<file path="src/core/pds_pkg.sv">
package pds_pkg;
  localparam logic [15:0] PDS_ADDR_WAKE_CTL = 16'hFF94;
  localparam logic [15:0] PDS_ADDR_MISC_PWR = 16'hFFF1;
  localparam logic [7:0] PDS_WAKE_CTL_RESET = 8'h00;
  localparam logic [7:0] PDS_MISC_PWR_RESET = 8'h00;
  localparam int PDS_WAKE_ROUTE_BIT = 7;
  localparam int PDS_KP_IRQ_EN_BIT = 1;
  localparam int PDS_KP_IRQ_FLAG_BIT = 0;
  localparam int PDS_PWR_DOWN_BIT = 7;
  localparam int PDS_GRACE_CYCLES = 32;
  localparam int PDS_WAKE_DELAY_CYCLES = 512;
  localparam int PDS_POWER_SAVE_BITS = 7;

  typedef enum logic [3:0] {
    PDS_RUN = 4'b0001,
    PDS_GRACE = 4'b0010,
    PDS_DOWN = 4'b0100,
    PDS_WAKE = 4'b1000
  } pds_state_t;
endpackage

</file>
<file path="src/core/pds_sequencer.sv">
// Behaviour
// after power-down request, keep analog running 32 cycles, then switch it off.
// firmware stops the core within the grace interval.
// firmware sets wake routing before requesting power-down.
// leave power-down when user pins, smart card or keypad interrupt asserts.
// OR the three wake sources, delay, then present on interrupt line zero.
// on wake, restore power to all sections and restart clocks; power_save_eff stays all ones until the wake delay expires.
// after clocks restart, count 512 cycles before releasing wake interrupt.
// assert line zero interrupt only once the delay counter expires.
// reading wake interrupt control clears the wake routing bit.
// power-down request overrides every individual power-saving control bit.
// wake routing is bit 7; it redirects the three sources to line zero.
// delay counter restarts per wake, stays clear while asleep without wake.
//
// Added by the designer: the plain strobed port.
`timescale 1ns/1ps
module pds_sequencer import pds_pkg::*; #(
  parameter int GRACE_CYCLES = PDS_GRACE_CYCLES,
  parameter int WAKE_DELAY_CYCLES = PDS_WAKE_DELAY_CYCLES
) (
  input wire logic sys_clk,
  input wire logic rst,
  input wire logic [15:0] reg_addr,
  input wire logic [7:0] reg_wdata,
  input wire logic reg_wr,
  input wire logic reg_rd,
  output logic [7:0] reg_rdata,
  input wire logic user_interrupt_pins_irq,
  input wire logic smart_card_irq,
  input wire logic keypad_irq,
  input wire logic clocks_running,
  output logic analog_enable,
  output logic clock_restart,
  output logic [PDS_POWER_SAVE_BITS-1:0] power_save_eff,
  output logic ext_irq_line_zero,
  output logic user_pins_to_line_zero,
  output logic smart_card_irq_out,
  output logic keypad_irq_out,
  output logic power_down_active
);
  typedef struct packed {
    pds_state_t state;
    logic wake_route_enable;
    logic kp_irq_en;
    logic kp_irq_flag;
    logic power_down_request;
    logic [PDS_POWER_SAVE_BITS-1:0] power_save;
    logic [7:0] rdata;
    logic wake_irq;
  } pds_st_t;

  pds_st_t st_q;
  pds_st_t st_d;
  logic [2:0] src_sync;
  logic wake_any;
  logic grace_done;
  logic delay_done;
  logic grace_clear;
  logic delay_clear;
  logic delay_run;
  logic hit_wake;
  logic hit_misc;

  if (GRACE_CYCLES < 1 || WAKE_DELAY_CYCLES < 1) begin : g_bad_counts
    $error("pds_sequencer: cycle counts must be at least 1");
  end

  // interrupt sources come from other blocks and pins; resynchronise all three
  pds_sync #(
    .WIDTH(3)
  ) u_sync (
    .sys_clk(sys_clk),
    .rst(rst),
    .async_in({keypad_irq, smart_card_irq, user_interrupt_pins_irq}),
    .sync_out(src_sync)
  );

  assign wake_any = |src_sync;

  // counting starts with the stored request so analog drops GRACE_CYCLES+1 edges after the write
  assign grace_clear = !((st_q.state == PDS_GRACE) || (st_q.state == PDS_RUN && st_q.power_down_request));
  pds_counter #(
    .TERMINAL(GRACE_CYCLES)
  ) u_grace (
    .sys_clk(sys_clk),
    .rst(rst),
    .clear(grace_clear),
    .run(1'b1),
    .done(grace_done)
  );

  // cleared outside the wake phase so each new wake starts from zero
  assign delay_clear = (st_q.state != PDS_WAKE);
  assign delay_run = clocks_running;
  pds_counter #(
    .TERMINAL(WAKE_DELAY_CYCLES)
  ) u_delay (
    .sys_clk(sys_clk),
    .rst(rst),
    .clear(delay_clear),
    .run(delay_run),
    .done(delay_done)
  );

  assign hit_wake = (reg_addr == PDS_ADDR_WAKE_CTL);
  assign hit_misc = (reg_addr == PDS_ADDR_MISC_PWR);

  always_comb begin
    st_d = st_q;
    st_d.rdata = 8'h00;
    st_d.wake_irq = 1'b0;

    if (reg_wr && hit_wake) begin
      st_d.wake_route_enable = reg_wdata[PDS_WAKE_ROUTE_BIT];
      st_d.kp_irq_en = reg_wdata[PDS_KP_IRQ_EN_BIT];
      st_d.kp_irq_flag = reg_wdata[PDS_KP_IRQ_FLAG_BIT];
    end
    if (reg_wr && hit_misc) begin
      st_d.power_down_request = reg_wdata[PDS_PWR_DOWN_BIT];
      st_d.power_save = reg_wdata[PDS_POWER_SAVE_BITS-1:0];
    end

    // keypad flag: hardware set wins over a software clear in the same cycle
    if (src_sync[2]) begin
      st_d.kp_irq_flag = 1'b1;
    end

    if (reg_rd && hit_wake) begin
      st_d.rdata[PDS_WAKE_ROUTE_BIT] = st_q.wake_route_enable;
      st_d.rdata[PDS_KP_IRQ_EN_BIT] = st_q.kp_irq_en;
      st_d.rdata[PDS_KP_IRQ_FLAG_BIT] = st_q.kp_irq_flag;
      st_d.wake_route_enable = 1'b0;
    end
    if (reg_rd && hit_misc) begin
      st_d.rdata[PDS_PWR_DOWN_BIT] = st_q.power_down_request;
      st_d.rdata[PDS_POWER_SAVE_BITS-1:0] = st_q.power_save;
    end

    unique case (st_q.state)
      PDS_RUN: begin
        if (st_q.power_down_request) begin
          st_d.state = PDS_GRACE;
        end
      end
      PDS_GRACE: begin
        // grace lets firmware stop the core before the analog goes away
        if (grace_done) begin
          st_d.state = PDS_DOWN;
        end
      end
      PDS_DOWN: begin
        if (wake_any) begin
          st_d.state = PDS_WAKE;
        end
      end
      PDS_WAKE: begin
        if (delay_done) begin
          st_d.state = PDS_RUN;
          st_d.power_down_request = 1'b0;
          st_d.wake_irq = st_q.wake_route_enable;
        end
      end
      default: begin
        st_d.state = PDS_RUN;
      end
    endcase
  end

  always_ff @(posedge sys_clk or posedge rst) begin
    if (rst) begin
      st_q.state <= PDS_RUN;
      st_q.wake_route_enable <= PDS_WAKE_CTL_RESET[PDS_WAKE_ROUTE_BIT];
      st_q.kp_irq_en <= PDS_WAKE_CTL_RESET[PDS_KP_IRQ_EN_BIT];
      st_q.kp_irq_flag <= PDS_WAKE_CTL_RESET[PDS_KP_IRQ_FLAG_BIT];
      st_q.power_down_request <= PDS_MISC_PWR_RESET[PDS_PWR_DOWN_BIT];
      st_q.power_save <= PDS_MISC_PWR_RESET[PDS_POWER_SAVE_BITS-1:0];
      st_q.rdata <= 8'h00;
      st_q.wake_irq <= 1'b0;
    end else begin
      st_q <= st_d;
    end
  end

  assign reg_rdata = st_q.rdata;
  // analog stays on in run and grace; off while down; back on from wake
  assign analog_enable = (st_q.state != PDS_DOWN);
  assign clock_restart = (st_q.state == PDS_WAKE);
  assign power_down_active = st_q.power_down_request;
  assign power_save_eff = st_q.power_down_request ? {PDS_POWER_SAVE_BITS{1'b1}} : st_q.power_save;
  // routing steers all three sources away from their own lines while set
  assign user_pins_to_line_zero = st_q.wake_route_enable ? 1'b0 : src_sync[0];
  assign smart_card_irq_out = st_q.wake_route_enable ? 1'b0 : src_sync[1];
  assign keypad_irq_out = st_q.wake_route_enable ? 1'b0 : (src_sync[2] & st_q.kp_irq_en);
  assign ext_irq_line_zero = st_q.wake_irq | user_pins_to_line_zero;
endmodule // pds_sequencer

</file>
<file path="src/core/pds_sync.sv">
`timescale 1ns/1ps
module pds_sync import pds_pkg::*; #(
  parameter int WIDTH = 3
) (
  input wire logic sys_clk,
  input wire logic rst,
  input wire logic [WIDTH-1:0] async_in,
  output logic [WIDTH-1:0] sync_out
);
  typedef struct packed {
    logic [WIDTH-1:0] meta;
    logic [WIDTH-1:0] sync;
  } pds_sync_st_t;

  pds_sync_st_t st_q;
  pds_sync_st_t st_d;

  if (WIDTH < 1) begin : g_bad_width
    $error("pds_sync: WIDTH must be at least 1");
  end

  always_comb begin
    st_d.meta = async_in;
    st_d.sync = st_q.meta;
  end

  always_ff @(posedge sys_clk or posedge rst) begin
    if (rst) begin
      st_q <= '0;
    end else begin
      st_q <= st_d;
    end
  end

  assign sync_out = st_q.sync;
endmodule // pds_sync

</file>
<file path="src/core/pds_counter.sv">
`timescale 1ns/1ps
module pds_counter import pds_pkg::*; #(
  parameter int TERMINAL = 32
) (
  input wire logic sys_clk,
  input wire logic rst,
  input wire logic clear,
  input wire logic run,
  output logic done
);
  localparam int CW = $clog2(TERMINAL + 1);

  typedef struct packed {
    logic [CW-1:0] count;
    logic done;
  } pds_cnt_st_t;

  pds_cnt_st_t st_q;
  pds_cnt_st_t st_d;

  if (TERMINAL < 1) begin : g_bad_terminal
    $error("pds_counter: TERMINAL must be at least 1");
  end

  // done rises on the edge that completes TERMINAL counted cycles
  always_comb begin
    st_d = st_q;
    if (clear) begin
      st_d.count = '0;
      st_d.done = 1'b0;
    end else if (run && !st_q.done) begin
      st_d.count = st_q.count + CW'(1);
      st_d.done = (st_q.count == CW'(TERMINAL - 1));
    end
  end

  always_ff @(posedge sys_clk or posedge rst) begin
    if (rst) begin
      st_q <= '0;
    end else begin
      st_q <= st_d;
    end
  end

  assign done = st_q.done;
endmodule // pds_counter

</file>
<file path="config.mk">
export PLATFORM = sky130hd
export DESIGN_NAME = pds_sequencer
export DESIGN_NICKNAME = d
export VERILOG_FILES = /design/src/core/pds_pkg.sv /design/src/core/pds_sequencer.sv /design/src/core/pds_sync.sv /design/src/core/pds_counter.sv
export SDC_FILE = /design/constraint.sdc
export NUM_CORES = 1
export LEC_CHECK = 0
export BUFFER_PORTS_ARGS = -buffer_cell sky130_fd_sc_hd__clkbuf_2
export CAP_MARGIN = 20
export CORE_MARGIN = 3
export CORE_UTILIZATION = 25
export CTS_BUF_LIST = sky130_fd_sc_hd__clkbuf_8
export CTS_CLUSTER_DIAMETER = 30
export CTS_CLUSTER_SIZE = 10
export DETAILED_ROUTE_END_ITERATION = 16
export SLEW_MARGIN = 20
export SYNTH_ARGS = -nofsm -noshare
export SYNTH_HDL_FRONTEND = slang
export SYNTH_SLANG_ARGS = --single-unit
</file>
<file path="constraint.sdc">
create_clock -name sys_clk -period 2.5 [get_ports sys_clk]
set_input_delay 0 -clock sys_clk [delete_from_list [all_inputs] [get_ports sys_clk]]
set_output_delay 0 -clock sys_clk [all_outputs]
set_load 0.02 [all_outputs]
</file>
After elaboration in Yosys (flattened, before gate mapping):

Index checks and enable logic that the tools add are counted.

* equality and inequality tests: 15
* multiplexer cells: 24
* bitwise gates (word level): 2
* $add $sub $neg: 2
* reductions and logical operators: 13

Operators with widths (count)
* 16-bit == test (second input constant): 2
* 11-bit 2-to-1 mux: 2
* 7-bit 2-to-1 mux: 3
* 4-bit 2-to-1 mux: 4
* 8-bit 2-to-1 mux: 2
* 4-bit case mux with 4 select lines: 1
* 10-bit by 1-bit adder with 10-bit output (second input constant): 1
* 10-bit by 9-bit == test with 1-bit output (second input constant): 1
* 1-bit 2-to-1 mux: 10
* 6-bit by 1-bit adder with 6-bit output (second input constant): 1
* 6-bit by 5-bit == test with 1-bit output (second input constant): 1
* 1-bit logical AND: 6
* 2-bit inequality test (second input constant): 3
* 2-bit nonzero test: 3
* 4-bit by 1-bit == test with 1-bit output (second input constant): 1
* 4-bit by 2-bit == test with 1-bit output (second input constant): 1
* 4-bit by 3-bit == test with 1-bit output (second input constant): 1
* 4-bit == test (second input constant): 1
* 2-bit by 1-bit inequality test with 1-bit output (second input constant): 2
* 4-bit by 3-bit inequality test with 1-bit output (second input constant): 1
* 4-bit inequality test (second input constant): 1
* 4-bit AND reduction: 1
* 3-bit 2-to-1 mux: 1
* 3-bit OR reduction: 1
* other kinds (5): 5

* register bits after elaboration: 48
* input bits: 32
* output and inout bits: 22
* logic and storage cells: 70

Longest topological paths before layout:

* depth after elaboration: 5
* depth in mapped cells: 5
* gate-level depth less buffers: 5

Modules after synthesis:

Synthesis repeated with hierarchy kept, for this count alone.

* cell total of the unflattened synthesis: 206
* area total of the unflattened synthesis: 2326.0 um^2

Modules (own cells, without submodules)
* pds_sequencer: times used 1, sequential area each 601.8 um^2, area an instance 1266.2 um^2, cells an instance 111
* pds_counter (u_delay): times used 1, sequential area each 275.3 um^2, area an instance 560.5 um^2, cells an instance 55
* pds_counter (u_grace): times used 1, sequential area each 175.2 um^2, area an instance 345.3 um^2, cells an instance 33
* pds_sync: times used 1, sequential area each 150.1 um^2, area an instance 153.9 um^2, cells an instance 7

Least setup slack after synthesis:

Ideal clock, no wire load.

* path type: register -> register
* start point: reg st_q (netlist bit power_down_active)
* end point: reg u_grace.st_q (netlist bit u_grace.done)
* clock period less this slack: 1295 ps
* library setup time: 79 ps
* stages on the path, launching flop included: 5
* required time: 2421 ps
* path slack: 1205 ps
* data arrival time: 1216 ps
* cells stage by stage: dfrtp_1 inv_1 nor3b_1 o21ai_1 a21oi_1

RTL lines
* start, declared: RTL line pds_sequencer.sv:52 `pds_st_t st_q;`
* start signal, assigned: RTL line pds_sequencer.sv:180 `st_q <= st_d;`
* end signal, assigned: RTL line pds_counter.sv:41 `st_q <= st_d;`
* end, declared: RTL line pds_counter.sv:18 `pds_cnt_st_t st_q;`

Final worst setup path:

* start point: reg st_q[21] (netlist bit)
* end point: out clock_restart

* word-level cells in the longest chain between the ends: 1

RTL lines
* 4-bit == test: RTL line pds_sequencer.sv:187 `assign clock_restart = (st_q.state == PDS_WAKE);`
* end, declared: RTL line pds_sequencer.sv:33 `output logic clock_restart,`

No other way between the ends.

==> metrics <==
run status finished, final reports clean; maximum net fanout on the critical path 11; Residual DRC 0; kind of end point of the critical path output pin; Clock Tree Root clkbuf_8; post-synthesis share of cell area spent on and, or, nand and nor gates 24.73%; Chip Height ~100 um; switching power summed over all nets 420.5 uW; layout-stage area growth over the synthesis result 25.07%; CORE AREA about 0.0084 mm^2; Internal Pwr Total about 1100 uW; cell taking the most area after synthesis dfrtp_1; IO Count 54; share of power burned in combinational logic around an eighth; post-route setup TNS 0 ns; smallest setup slack after layout approximately 0.8 ns; class of the tightest hold or removal check in -> reg; Final Wtd Congestion between 0.7 and 0.8; transition at the pin with the smallest max-transition slack about 0.84 ns; number of I/O port buffers 53; GRT Resource Usage Total under 10%; Min-Delay Startpoint reg_wr; post-CTS setup buffer count 0; clock tree from TritonCTS yes; detailed-placement wirelength estimate 3324 um; maximum ir drop on the vdd rail around 0.27 mV; number of cell rows 33; Worst EP arrival roughly 1.7 ns; average wire per standard cell about 12 um; largest family of logic cells by synthesized area simple AND/OR/NAND/NOR gates; sequential area share after synthesis about 54%; first-pass GRT wire length around 7600 um; residual overflow from global routing 0; post-synthesis net count 230; post-synthesis area per instance 11.28 um^2; fraction of the mapped netlist area in compound gates around 5.2%; Vias approximately 1600; Pwr Density between 500 and 600 mW/mm^2; Reg power frac a little under three fifths; CP startpoint st_q[21]; clock sink count 48; number of synthesized flops with an enable pin 0; final routed wirelength across all metal layers 4456 um; Starting DRT DRC Count 106; critical path launch point type flop; standby leakage power roughly 0.0013 uW; maximum number of pins on one net before global-route repair between 40 and 50; combined area of the multi-input logic cells a little over 900 um^2; initial cell density of the core between 20% and 30%; number of antenna violations at the first check in global routing 0; most frequent standard cell in the layout excluding fill and tap cells clkbuf_2; post-route non-filler standard cell count about 360; final critical-path required period 1.680 ns; share of flip-flops with an asynchronous set or reset after synthesis 100.0%; unrepaired setup endpoints after global routing false; ant diodes 0; NumNets Final a little under 300; synthesized-area fraction occupied by xor and xnor cells approximately 5%; Vias/cell around 4.4; worst-case setup slack after placement a little over 1 ns; total of max-cap violations 0; final-report setup violation count 0; part of the power in the clock network about a third; commonest non-fill, non-tap cells in the layout clkbuf_2, dfrtp_1, nor2_1; cell types occupying the most area after synthesis dfrtp_1, nor2_1, mux2_2; maximum clock path buffer count 2; f_max about 0.60 GHz; fill cell count just under 900; maximum clock skew at final layout 0.008448 ns; type of the worst setup path reg -> out; CTS HTree Levels 2; fraction of the cycle the final worst path needs between 60% and 70%; total area of sequential cells roughly 0.0012 mm^2; clock buffer count from CTS 5; number of iterations in the first detailed-routing pass 5; multiplexer fraction of the synthesized cell area 5.150%; worst path required time 2.50 ns; adder and majority gate portion of the synthesized area 1.132%; vias in the first global route 1639; fraction of layout instances using a drive strength above 1 34.36%; fraction of post-synthesis cell area in the top cell type by area a little over half; RR Startpoint st_q[20]; Final Max Slew Viols 0; distinct cell type count after synthesis 42; Die W between 100 and 150 um; predominant post-synthesis flop cell dfrtp_1; worst relative slew slack between 40% and 50%; number of hold violations in the final report 0; Post-Synthesis Cells 196; Netlist Area Pre-Place around 0.0022 mm^2; Synth Warn # 0; dpl cells around 340; area enclosed by the die boundary 0.01001 mm^2; Final ANT Viol Nets 0; share of total power consumed by net switching between 20 and 30%; register clock-pin slew on the reported worst setup and hold paths around 0.09 ns; Clk Latency, worst-skew pair 0.30 ns; post-synthesis register bit count 48
-- logic make-up (layout without fill, tap and decap cells) --
| group | Yosys count | count (layout) |
|---|---|---|
| simple gates | 88 | 88 |
| flops | 48 | 48 |
| compound gates | 18 | 18 |
| buf+inv | 17 | 80 |
| xor+xnor | 13 | 13 |
| mux | 10 | 10 |
| fa+ha+maj | 2 | 2 |
-- cells in the mapped netlist, types with 2 or more instances --
master	n
mux2i_1	2
or3_1	3
xor2_1	6
xnor2_1	7
a22oi_1	4
nand4b_1	2
nor2b_1	6
nor3b_1	2
ha_1	2
nand3_1	3
and3_1	3
nand2_1	6
a21oi_1	6
inv_1	6
or2_2	9
nor4b_4	2
and2_1	5
dfrtp_1	47
nor2_1	25
buf_4	8
nand4_1	6
mux2_2	7
nor3_1	7
clkbuf_1	3
nand3b_1	2
-- state kept, by name (all words and copies together) (netlist names) --
name,count
u_delay.done,1
u_delay.st_q,10
st_q,15
u_sync.st_d,3
u_grace.done,1
u_grace.st_q,6
reg_rdata,8
power_down_active,1
u_sync.sync_out,3
-- layer usage --
metal | part of all wire, % | vias to the layer above | GRT usage (%)
met5 | 0 | - | 0
met4 | 0.65 | 0 | 2.176
met3 | 5.9 | 5 | 2.502
met1 | 47 | 774 | 13.04
li1 | - | 797 | -
met2 | 46 | 42 | 14.67
-- worst max-delay path: stages (launching register included) --
cell	delay, ns
dfrtp_1	0.45
nor2_1	0.15
nand3b_1	0.33
inv_1	0.23
clkbuf_2	0.22
-- timing repair --
action                    CTS  global route
hold buffers               13             0
hold endpoints to repair   63             0
gates resized for setup     0             0
-- area by class of cell --
cell class | instances | area share (%)
sequential | 48 | 43.48
multi-input combinational | 131 | 33.08
timing repair buffer | 66 | 14.30
tap | 105 | 4.751
clock buffer | 6 | 2.986
inverter | 6 | 0.8597
clock inverter | 2 | 0.5430
-- power groups by stage --
stage	combinational [uW]	sequential, uW	clock [uW]
5_1_grt	228	873	540
4_1_cts	202	866	504
6_report	199	866	492
2_1_floorplan	143	861	0
3_3_place_gp	181	880	0
3_5_place_dp	187	881	0
-- path summary, 6_finish.rpt --
path | slack [ns] | endpoint | depth (start not counted)
min in group asynchronous | 0.37 | st_q[22] | 3
max in group asynchronous | 1.63 | st_q[9] | 3
setup / recovery | 0.82 | clock_restart | 4
hold / removal | 0.06 | power_down_active | 3
setup reg to reg | 1.05 | st_q[0] | 4
hold reg to reg | 0.36 | u_sync.sync_out[0] | 0
-- through the flow --
step,instance area (um^2),power [uW],util (%),hold slack (ns)
CTS,2764,1573,32.98,0.04872
finish,2765,1558,32.99,0.05976
global route,2765,1641,32.99,0.08115
detailed placement,2536,1068,30.26,0.1105
global placement,2536,1061,30.26,0.1090
floorplan,2211,1004,-,0.03143
Power figures use the tool's default switching activity.
